File: config.mk
export PLATFORM = sky130hd
export DESIGN_NAME = rpf_framer
export DESIGN_NICKNAME = d
export VERILOG_FILES = /design/src/rpf_pkg.sv /design/src/rpf_framer.sv /design/src/rpf_payload_mem.sv
export VERILOG_INCLUDE_DIRS = /design/src
export SDC_FILE = /design/constraint.sdc
export NUM_CORES = 2
export LEC_CHECK = 0
export ABC_CLOCK_PERIOD_IN_PS = 5640
export BUFFER_PORTS_ARGS = -buffer_cell sky130_fd_sc_hd__buf_2
export CORE_ASPECT_RATIO = 1.5
export CORE_MARGIN = 4
export CORE_UTILIZATION = 50
export DETAILED_ROUTE_END_ITERATION = 6
export PLACE_DENSITY = 0.69
export SLEW_MARGIN = 20
export SYNTH_ARGS = -nofsm -noshare
export SYNTH_HDL_FRONTEND = slang
export SYNTH_SLANG_ARGS = --single-unit
File: constraint.sdc
create_clock -name ref_clk -period 5.64 [get_ports ref_clk]
set_input_delay 0.282 -clock ref_clk [delete_from_list [all_inputs] [get_ports ref_clk]]
set_output_delay 0.282 -clock ref_clk [all_outputs]
set_load 0.02 [all_outputs]
File: src/rpf_params.svh
// Constants of the received-packet frame builder
// Assumes inclusion by bare name from the framer and its package users
`ifndef RPF_PARAMS_SVH
`define RPF_PARAMS_SVH

// Fixed frame field values
`define RPF_START_DELIM   8'h7E
`define RPF_TYPE_STD      8'h90
`define RPF_TYPE_EXPL     8'h91
`define RPF_RSVD_WORD     16'hFFFE
`define RPF_CSUM_BASE     8'hFF

// Field positions
`define RPF_HDR_LAST      4'hE
`define RPF_CSUM_FIRST    4'h3
`define RPF_SEL_EXPL_BIT  1
`define RPF_FIXED_BYTES   16'h000C

// Mode and option encodings
`define RPF_SEL_STD       8'h00
`define RPF_METH_INVALID  2'h0

// Payload store geometry
`define RPF_PAY_AW        8
`define RPF_PAY_DEPTH     9'h100

`endif

File: src/rpf_pkg.sv
// Types shared by the received-packet frame builder
// Assumes nothing of its surroundings
package rpf_pkg;

  // Frame emission phases
  typedef enum logic [1:0] {
    RPF_IDLE = 2'b00,
    RPF_HEAD = 2'b01,
    RPF_DATA = 2'b10,
    RPF_CSUM = 2'b11
  } rpf_state_t;

endpackage : rpf_pkg

File: src/rpf_framer.sv
// Builds the serial output frame for one received radio packet
// Assumes intake and sink logic on ref_clk; sink takes a byte every cycle
//
// Summary of operation
// - Frame opens with start delimiter byte
// - Length counts bytes between length and checksum
// - Standard frame type byte is received-packet code
// - Standard frame only when output select zero
// - Sender 64-bit address at offsets four-eleven
// - Reserved word at twelve, all ones but LSB
// - Options bit0 acknowledged, bit1 broadcast
// - Options bits 7:6 delivery method, 00 invalid
// - Option flags combine by bitwise OR
// - Payload from offset fifteen, variable length
// - Checksum is FF minus sum from type
// - Select bit1 set gives explicit frame type
`timescale 1ns/10ps
`default_nettype none
`include "rpf_params.svh"

module rpf_framer (
  // Clock and reset
  input  wire logic        ref_clk,
  input  wire logic        arst_n,
  // Packet intake
  input  wire logic        pkt_wr_valid,
  input  wire logic [7:0]  pkt_wr_data,
  input  wire logic        pkt_commit,
  input  wire logic [63:0] pkt_src_addr,
  input  wire logic        pkt_acked,
  input  wire logic        pkt_bcast,
  input  wire logic [1:0]  pkt_method,
  input  wire logic [7:0]  api_output_select,
  // Intake status
  output logic             pkt_ready,
  output logic             pkt_drop,
  // Frame byte stream
  output logic             tx_valid,
  output logic [7:0]       tx_data,
  output logic             tx_sof,
  output logic             tx_eof
);

  // Control state
  rpf_pkg::rpf_state_t state_r;     // Emission phase
  rpf_pkg::rpf_state_t state_nxt;   // Next phase
  logic [8:0]          wr_cnt_r;    // Payload bytes stored
  logic [3:0]          idx_r;       // Header byte offset
  logic [7:0]          pay_idx_r;   // Payload byte being sent
  logic [7:0]          sum_r;       // Running checksum sum
  // Latched packet header
  logic [15:0]         len_r;       // Length field value
  logic [8:0]          n_r;         // Payload byte count
  logic [63:0]         src_r;       // Sender address
  logic [7:0]          opt_r;       // Receive options byte
  logic                expl_r;      // Explicit frame type chosen
  // Output flops
  logic                tx_valid_r;
  logic [7:0]          tx_data_r;
  logic                tx_sof_r;
  logic                tx_eof_r;
  logic                pkt_ready_r;
  logic                pkt_drop_r;

  // Intake decode
  logic       commit_go;    // Commit seen while idle
  logic       mode_std;     // Standard output selected
  logic       mode_expl;    // Explicit output selected
  logic       meth_ok;      // Delivery method valid
  logic       frame_go;     // Packet becomes a frame
  logic       wr_go;        // Payload byte stored
  logic [8:0] wr_cnt_inc;
  logic [8:0] pay_n;        // Count including this cycle's byte
  logic [7:0] opt_byte;     // Assembled options
  logic [7:0] rd_addr;
  logic [7:0] rd_data;
  logic [7:0] hdr_byte [0:14];
  logic [7:0] byte_nxt;
  logic       hdr_done;
  logic       pay_done;
  logic       sum_en;
  logic [15:0] rsvd_word;   // Reserved field, split into two bytes below

  assign commit_go  = pkt_commit && pkt_ready_r;
  assign mode_std   = api_output_select == `RPF_SEL_STD;
  assign mode_expl  = api_output_select[`RPF_SEL_EXPL_BIT];
  assign meth_ok    = pkt_method != `RPF_METH_INVALID;
  // Other select values are not ours to frame, so the packet is dropped
  assign frame_go   = commit_go && (mode_std || mode_expl) && meth_ok;
  // Bytes past the store depth are discarded, not wrapped
  assign wr_go      = pkt_wr_valid && pkt_ready_r && (wr_cnt_r != `RPF_PAY_DEPTH);
  assign wr_cnt_inc = wr_cnt_r + 9'h001;
  assign pay_n      = wr_go ? wr_cnt_inc : wr_cnt_r;
  // Flags merge by OR into one byte, reserved bits zero
  assign opt_byte   = {pkt_method, 4'h0, pkt_bcast, pkt_acked};

  // Header bytes in send order, most significant first
  assign hdr_byte[0]  = `RPF_START_DELIM;
  assign hdr_byte[1]  = len_r[15:8];
  assign hdr_byte[2]  = len_r[7:0];
  assign hdr_byte[3]  = expl_r ? `RPF_TYPE_EXPL : `RPF_TYPE_STD;
  for (genvar gi = 0; gi < 8; gi++) begin : g_src
    assign hdr_byte[4+gi] = src_r[63-8*gi -: 8];
  end
  // Named word so each byte is an explicit part-select, no silent truncation
  assign rsvd_word    = `RPF_RSVD_WORD;
  assign hdr_byte[12] = rsvd_word[15:8];
  assign hdr_byte[13] = rsvd_word[7:0];
  assign hdr_byte[14] = opt_r;

  // Sequencing decode
  assign hdr_done = idx_r == `RPF_HDR_LAST;
  assign pay_done = {1'b0, pay_idx_r} == (n_r - 9'h001);
  // Read one byte ahead so the registered store keeps the stream gapless
  assign rd_addr  = (state_r == rpf_pkg::RPF_DATA) ? pay_idx_r + 8'h01 : 8'h00;
  assign sum_en   = ((state_r == rpf_pkg::RPF_HEAD) && (idx_r >= `RPF_CSUM_FIRST))
                 || (state_r == rpf_pkg::RPF_DATA);

  // Byte chosen for the next output cycle
  always_comb begin
    unique case (state_r)
      rpf_pkg::RPF_HEAD: byte_nxt = hdr_byte[idx_r];
      rpf_pkg::RPF_DATA: byte_nxt = rd_data;
      rpf_pkg::RPF_CSUM: byte_nxt = `RPF_CSUM_BASE - sum_r;
      rpf_pkg::RPF_IDLE: byte_nxt = 8'h00;
    endcase
  end

  // Phase transitions
  always_comb begin
    state_nxt = state_r;
    unique case (state_r)
      rpf_pkg::RPF_IDLE: if (frame_go) state_nxt = rpf_pkg::RPF_HEAD;
      // Empty payload goes straight to the checksum
      rpf_pkg::RPF_HEAD: if (hdr_done) begin
        state_nxt = (n_r == 9'h000) ? rpf_pkg::RPF_CSUM : rpf_pkg::RPF_DATA;
      end
      rpf_pkg::RPF_DATA: if (pay_done) state_nxt = rpf_pkg::RPF_CSUM;
      rpf_pkg::RPF_CSUM: state_nxt = rpf_pkg::RPF_IDLE;
    endcase
  end

  // Payload store
  rpf_payload_mem #(
    .AW        (`RPF_PAY_AW)
  ) u_mem (
    .ref_clk   (ref_clk),
    .wr_en     (wr_go),
    .wr_addr   (wr_cnt_r[7:0]),
    .wr_data   (pkt_wr_data),
    .rd_addr   (rd_addr),
    .rd_data_r (rd_data)
  );

  // Phase and counters
  always_ff @(posedge ref_clk or negedge arst_n) begin
    if (!arst_n) begin
      state_r   <= rpf_pkg::RPF_IDLE;
      wr_cnt_r  <= 9'h000;
      idx_r     <= 4'h0;
      pay_idx_r <= 8'h00;
      sum_r     <= 8'h00;
    end else begin
      state_r   <= state_nxt;
      wr_cnt_r  <= commit_go ? 9'h000 : (wr_go ? wr_cnt_inc : wr_cnt_r);
      idx_r     <= frame_go ? 4'h0 : idx_r + {3'h0, state_r == rpf_pkg::RPF_HEAD};
      pay_idx_r <= frame_go ? 8'h00 : pay_idx_r + {7'h00, state_r == rpf_pkg::RPF_DATA};
      sum_r     <= frame_go ? 8'h00 : (sum_en ? sum_r + byte_nxt : sum_r);
    end
  end

  // Header fields caught when the packet is committed
  always_ff @(posedge ref_clk or negedge arst_n) begin
    if (!arst_n) begin
      len_r  <= 16'h0000;
      n_r    <= 9'h000;
      src_r  <= 64'h0000_0000_0000_0000;
      opt_r  <= 8'h00;
      expl_r <= 1'b0;
    end else if (frame_go) begin
      len_r  <= `RPF_FIXED_BYTES + {7'h00, pay_n};
      n_r    <= pay_n;
      src_r  <= pkt_src_addr;
      opt_r  <= opt_byte;
      expl_r <= mode_expl;
    end
  end

  // Output flops
  always_ff @(posedge ref_clk or negedge arst_n) begin
    if (!arst_n) begin
      tx_valid_r  <= 1'b0;
      tx_data_r   <= 8'h00;
      tx_sof_r    <= 1'b0;
      tx_eof_r    <= 1'b0;
      pkt_ready_r <= 1'b0;
      pkt_drop_r  <= 1'b0;
    end else begin
      tx_valid_r  <= state_r != rpf_pkg::RPF_IDLE;
      tx_data_r   <= byte_nxt;
      tx_sof_r    <= (state_r == rpf_pkg::RPF_HEAD) && (idx_r == 4'h0);
      tx_eof_r    <= state_r == rpf_pkg::RPF_CSUM;
      pkt_ready_r <= state_nxt == rpf_pkg::RPF_IDLE;
      pkt_drop_r  <= commit_go && !frame_go;
    end
  end

  assign tx_valid  = tx_valid_r;
  assign tx_data   = tx_data_r;
  assign tx_sof    = tx_sof_r;
  assign tx_eof    = tx_eof_r;
  assign pkt_ready = pkt_ready_r;
  assign pkt_drop  = pkt_drop_r;

  // Checking helpers: byte position and independent sum
  logic [9:0] pos_h;
  logic [7:0] hsum_h;
  always_ff @(posedge ref_clk or negedge arst_n) begin
    if (!arst_n) begin
      pos_h  <= 10'h000;
      hsum_h <= 8'h00;
    end else if (tx_valid_r) begin
      pos_h  <= tx_eof_r ? 10'h000 : pos_h + 10'h001;
      hsum_h <= tx_eof_r ? 8'h00 : ((pos_h >= 10'h003) ? hsum_h + tx_data_r : hsum_h);
    end
  end
endmodule : rpf_framer

`default_nettype wire

File: src/rpf_payload_mem.sv
// Payload byte store with registered read data
// Assumes one write and one read port on the same clock
`timescale 1ns/10ps
`default_nettype none

module rpf_payload_mem #(
  parameter int AW = 8
) (
  // Clock
  input  wire logic          ref_clk,
  // Write port
  input  wire logic          wr_en,
  input  wire logic [AW-1:0] wr_addr,
  input  wire logic [7:0]    wr_data,
  // Read port
  input  wire logic [AW-1:0] rd_addr,
  output var  logic [7:0]    rd_data_r
);

  // Storage, no reset so it maps onto RAM
  logic [7:0] mem_r [0:(1<<AW)-1];

  // Write side
  always_ff @(posedge ref_clk) begin
    if (wr_en) begin
      mem_r[wr_addr] <= wr_data;
    end
  end

  // Read side, one cycle latency
  always_ff @(posedge ref_clk) begin
    rd_data_r <= mem_r[rd_addr];
  end

endmodule : rpf_payload_mem

`default_nettype wire

==> flow_summary.json <==
{
  "status": "complete, but fails checks",
  "rsz0062_at_grt": "false",
  "nets": 5326,
  "reg2reg_to": "u_mem.rd_data_r[6]",
  "port_buffers": 100,
  "io_pins": 101,
  "synth_fp_nets": 5102,
  "fillers": 12918,
  "clkPwrFrac_pct": 36.8,
  "drv_cap": 0,
  "drc": 1,
  "die_h_um": 519,
  "irDropWorstVdd_mv": 0.285,
  "grt_pass1_wl_um": 358000,
  "cts_hold_buffers": 78,
  "async_flop_share_pct": 5.95,
  "clk_pin_slew_ps": 70,
  "min_path_type": "in -> reg",
  "initial_utilization_pct": 50.3,
  "cp-endpoint": "u_mem.rd_data_r[6]",
  "die-area_mm2": 0.181,
  "power_frac_seq_pct": 53.9,
  "critical-path-slowest-cell": "o21ai_0",
  "r2r_start": "state_r[0]",
  "finalSetupViolCount": 0,
  "rr_worst_depth": 11,
  "critPathLaunchType": "flop",
  "dp_hpwl_um": 155000,
  "violations": "DRC",
  "finalHoldViolations": 0,
  "ys_types": 85,
  "end_kind": "flop",
  "core_mm2": 0.173,
  "post_cts_buffers": 0,
  "combPwrFrac_pct": 9.4,
  "synth-edff-count": 2048,
  "grt_max_degree": 212,
  "area_growth_pct": 11.7,
  "clock.fmax_mhz": 206,
  "synthCells": 4994,
  "die_w_um": 349,
  "worstPathCellList": "buf_4, nand2b_1, inv_2, ha_4, buf_12, mux4_2, o21ai_0, o221ai_1, a22o_1, a221oi_1, a31oi_1",
  "drv_slew": 0,
  "p_leak_nw": 30.8,
  "drt_iter0_drc": 6720,
  "min_period_ps": 4850,
  "internal_power_w": 0.0262,
  "path_buf_inv": 3,
  "yosys_most_used_dff": "edfxtp_1",
  "startpoint": "state_r[0]",
  "first_pass_iters": 7,
  "syn_avg_cell_area_um2": 17.4,
  "rrSetupSlack_ps": 790,
  "cts_resized": 0,
  "cts_buffers": 185,
  "syn-cell-area_mm2": 0.0871,
  "fin_tns_setup_ps": 0,
  "final-seq-area_mm2": 0.0649,
  "root_buffer": "clkbuf_16",
  "post-route-period-util_pct": 86.0,
  "p_total_w": 0.0344,
  "grt_pass1_vias": 49356,
  "synth_seq_cells": 2186,
  "criticalPathCategory": "reg -> reg",
  "antenna_found_initial": 10,
  "gp_congestion": 0.913,
  "num_rows": 187,
  "cts_buffer_depth": 3,
  "cpLargestDelayFamily": "compound AO/OA/AOI/OAI gates",
  "crit_cells": 11,
  "fin_skew_ps": 29.5,
  "track_usage_pct": 27.7,
  "mostFrequentLayoutCells": "2048 x edfxtp_1, 685 x nand2_1, 381 x mux4_2",
  "avgViaCountPerCell": 6.50,
  "cts-htree-levels": 4,
  "multi_input_area_mm2": 0.0205,
  "cpPeakStageDelay_ps": 830,
  "p_sw_w": 0.00816,
  "cp_data_arrival_time_ps": 5530,
  "wl_per_cell_um": 33.0,
  "worst_pin_slew_ps": 1370,
  "overflow": 0,
  "slew_headroom_pct": 8.44,
  "ant_nets": 0,
  "p_sw_share_pct": 23.7,
  "power-per-cell-area_mw_per_mm2": 354,
  "worstPathMaxFanout": 52,
  "wl_um": 252000,
  "final_layout_size_suffix_gt1_share_pct": 17.7,
  "final_common_cell": "edfxtp_1",
  "ys_seq_area_share_pct": 74.6,
  "cp.required_ps": 6320,
  "clock_latency_ps": 830,
  "numClockSinks": 2186,
  "vias": 49696,
  "yosysWarningCount": 0,
  "cts_tree": "built"
}
cells by family after synthesis:
group | share of synthesized area, %
multiplexers | 12.2
AND/OR/NAND/NOR | 6.21
XOR/XNOR | 0.433
adder cells (fa/ha/maj) | 0.296
AO/OA/AOI/OAI | 4.30
flip-flops | 74.6
buffers and inverters | 2.02
worst reg2reg max path, cell delays in order (launching register included):
cell	delay (ps)
dfrtp_1	360
buf_4	190
nand2b_1	200
inv_2	90
ha_4	670
buf_12	450
mux4_2	590
o21ai_0	830
o221ai_1	210
a22o_1	380
a221oi_1	670
a31oi_1	80
layer usage:
layer / routed length [um] / global-route usage, % / up-vias
met2: 122000 / 44.5 / 3208
met1: 84700 / 33.6 / 25553
met5: 41 / 0 / -
li1: - / - / 20123
met3: 24600 / 5.92 / 804
met4: 21300 / 19.3 / 8
synth_stat cells (6+ instances only):
master / count / area share (%)
nand3_1: 112 / 0.64
o21ai_0: 76 / 0.44
inv_1: 18 / 0.078
a211oi_1: 33 / 0.28
mux4_2: 381 / 9.9
o21ai_1: 17 / 0.098
and3_1: 13 / 0.093
a31oi_1: 36 / 0.26
o211ai_1: 25 / 0.22
edfxtp_1: 2048 / 71
a32oi_1: 61 / 0.61
buf_2: 120 / 0.69
buf_1: 13 / 0.056
a21oi_1: 107 / 0.62
nor3_1: 30 / 0.17
xor2_1: 17 / 0.17
a311oi_1: 10 / 0.10
dfrtp_1: 130 / 3.7
mux2i_1: 181 / 2.1
o221ai_1: 8 / 0.080
dfxtp_1: 8 / 0.18
o2111ai_1: 9 / 0.091
nor2_1: 339 / 1.5
and2_1: 10 / 0.072
nor4_1: 13 / 0.093
a221oi_1: 12 / 0.12
clkbuf_1: 92 / 0.40
a22o_1: 11 / 0.11
buf_4: 69 / 0.59
a41oi_1: 7 / 0.070
ha_1: 19 / 0.27
buf_6: 15 / 0.19
a2111oi_0: 12 / 0.12
nand2b_1: 11 / 0.079
xnor2_1: 21 / 0.21
nor2b_1: 16 / 0.11
or4_1: 7 / 0.060
nand2_1: 689 / 3.0
o22ai_1: 29 / 0.21
a21o_1: 6 / 0.052
a22oi_1: 34 / 0.29
nand4_1: 25 / 0.18
mux2_2: 17 / 0.22
how the worst min path moves through the flow:
| stage | start | to | cells after the start |
|---|---|---|---|
| 2_1_floorplan | arst_n | expl_r | 0 |
| 3_3_place_gp | src_r[11] | src_r[11] | 2 |
| 3_5_place_dp | src_r[11] | src_r[11] | 2 |
| 4_1_cts | pkt_wr_data[1] | u_mem.mem_r[0][1] | 1 |
| 5_1_grt | pkt_wr_data[2] | u_mem.mem_r[136][2] | 1 |
| 6_report | pkt_wr_data[2] | u_mem.mem_r[136][2] | 1 |
sequential cells by signal, indices dropped and copies added (netlist names), 2 cells and up:
name             cells
n_r                  9
u_mem.mem_r       2048
idx_r                4
src_r               64
tx_data              8
wr_cnt_r             9
len_r                8
opt_r                4
pay_idx_r            8
sum_r                8
u_mem.rd_data_r      8
state_r              2
power groups by stage:
stage | clock [W] | combinational [W] | sequential [W]
3_3_place_gp | 0 | 0.00309 | 0.0189
4_1_cts | 0.0127 | 0.00321 | 0.0185
2_1_floorplan | 0 | 0.00204 | 0.0187
3_5_place_dp | 0 | 0.00314 | 0.0189
6_report | 0.0126 | 0.00323 | 0.0185
5_1_grt | 0.0134 | 0.00348 | 0.0186
cell type report:
| cell class | count | area share (%) |
|---|---|---|
| Clock buffer | 223 | 4.92 |
| Inverter | 19 | 0.0733 |
| Timing Repair Buffer | 347 | 3.13 |
| Antenna cell | 7 | 0.0180 |
| Sequential cell | 2186 | 66.7 |
| Multi-Input combinational cell | 2479 | 21.1 |
| Clock inverter | 112 | 1.09 |
| Tap cell | 2268 | 2.92 |
metrics by stage:
stage / utilization (%) / std cells / setup slack, ps / instance area, um^2 / hold slack (ps)
finish: 56.2 / 7641 / 792 / 97300 / 69.5
global route: 56.2 / 7635 / 687 / 97200 / 73.2
CTS: 56.1 / 7633 / 908 / 97200 / 35.1
detailed placement: 52.3 / 7220 / 942 / 90600 / 461
global placement: 52.3 / 7219 / 554 / 90600 / 453
floorplan: - / 4994 / 1780 / 87100 / -13.6
(Power assumes the default switching activity.)
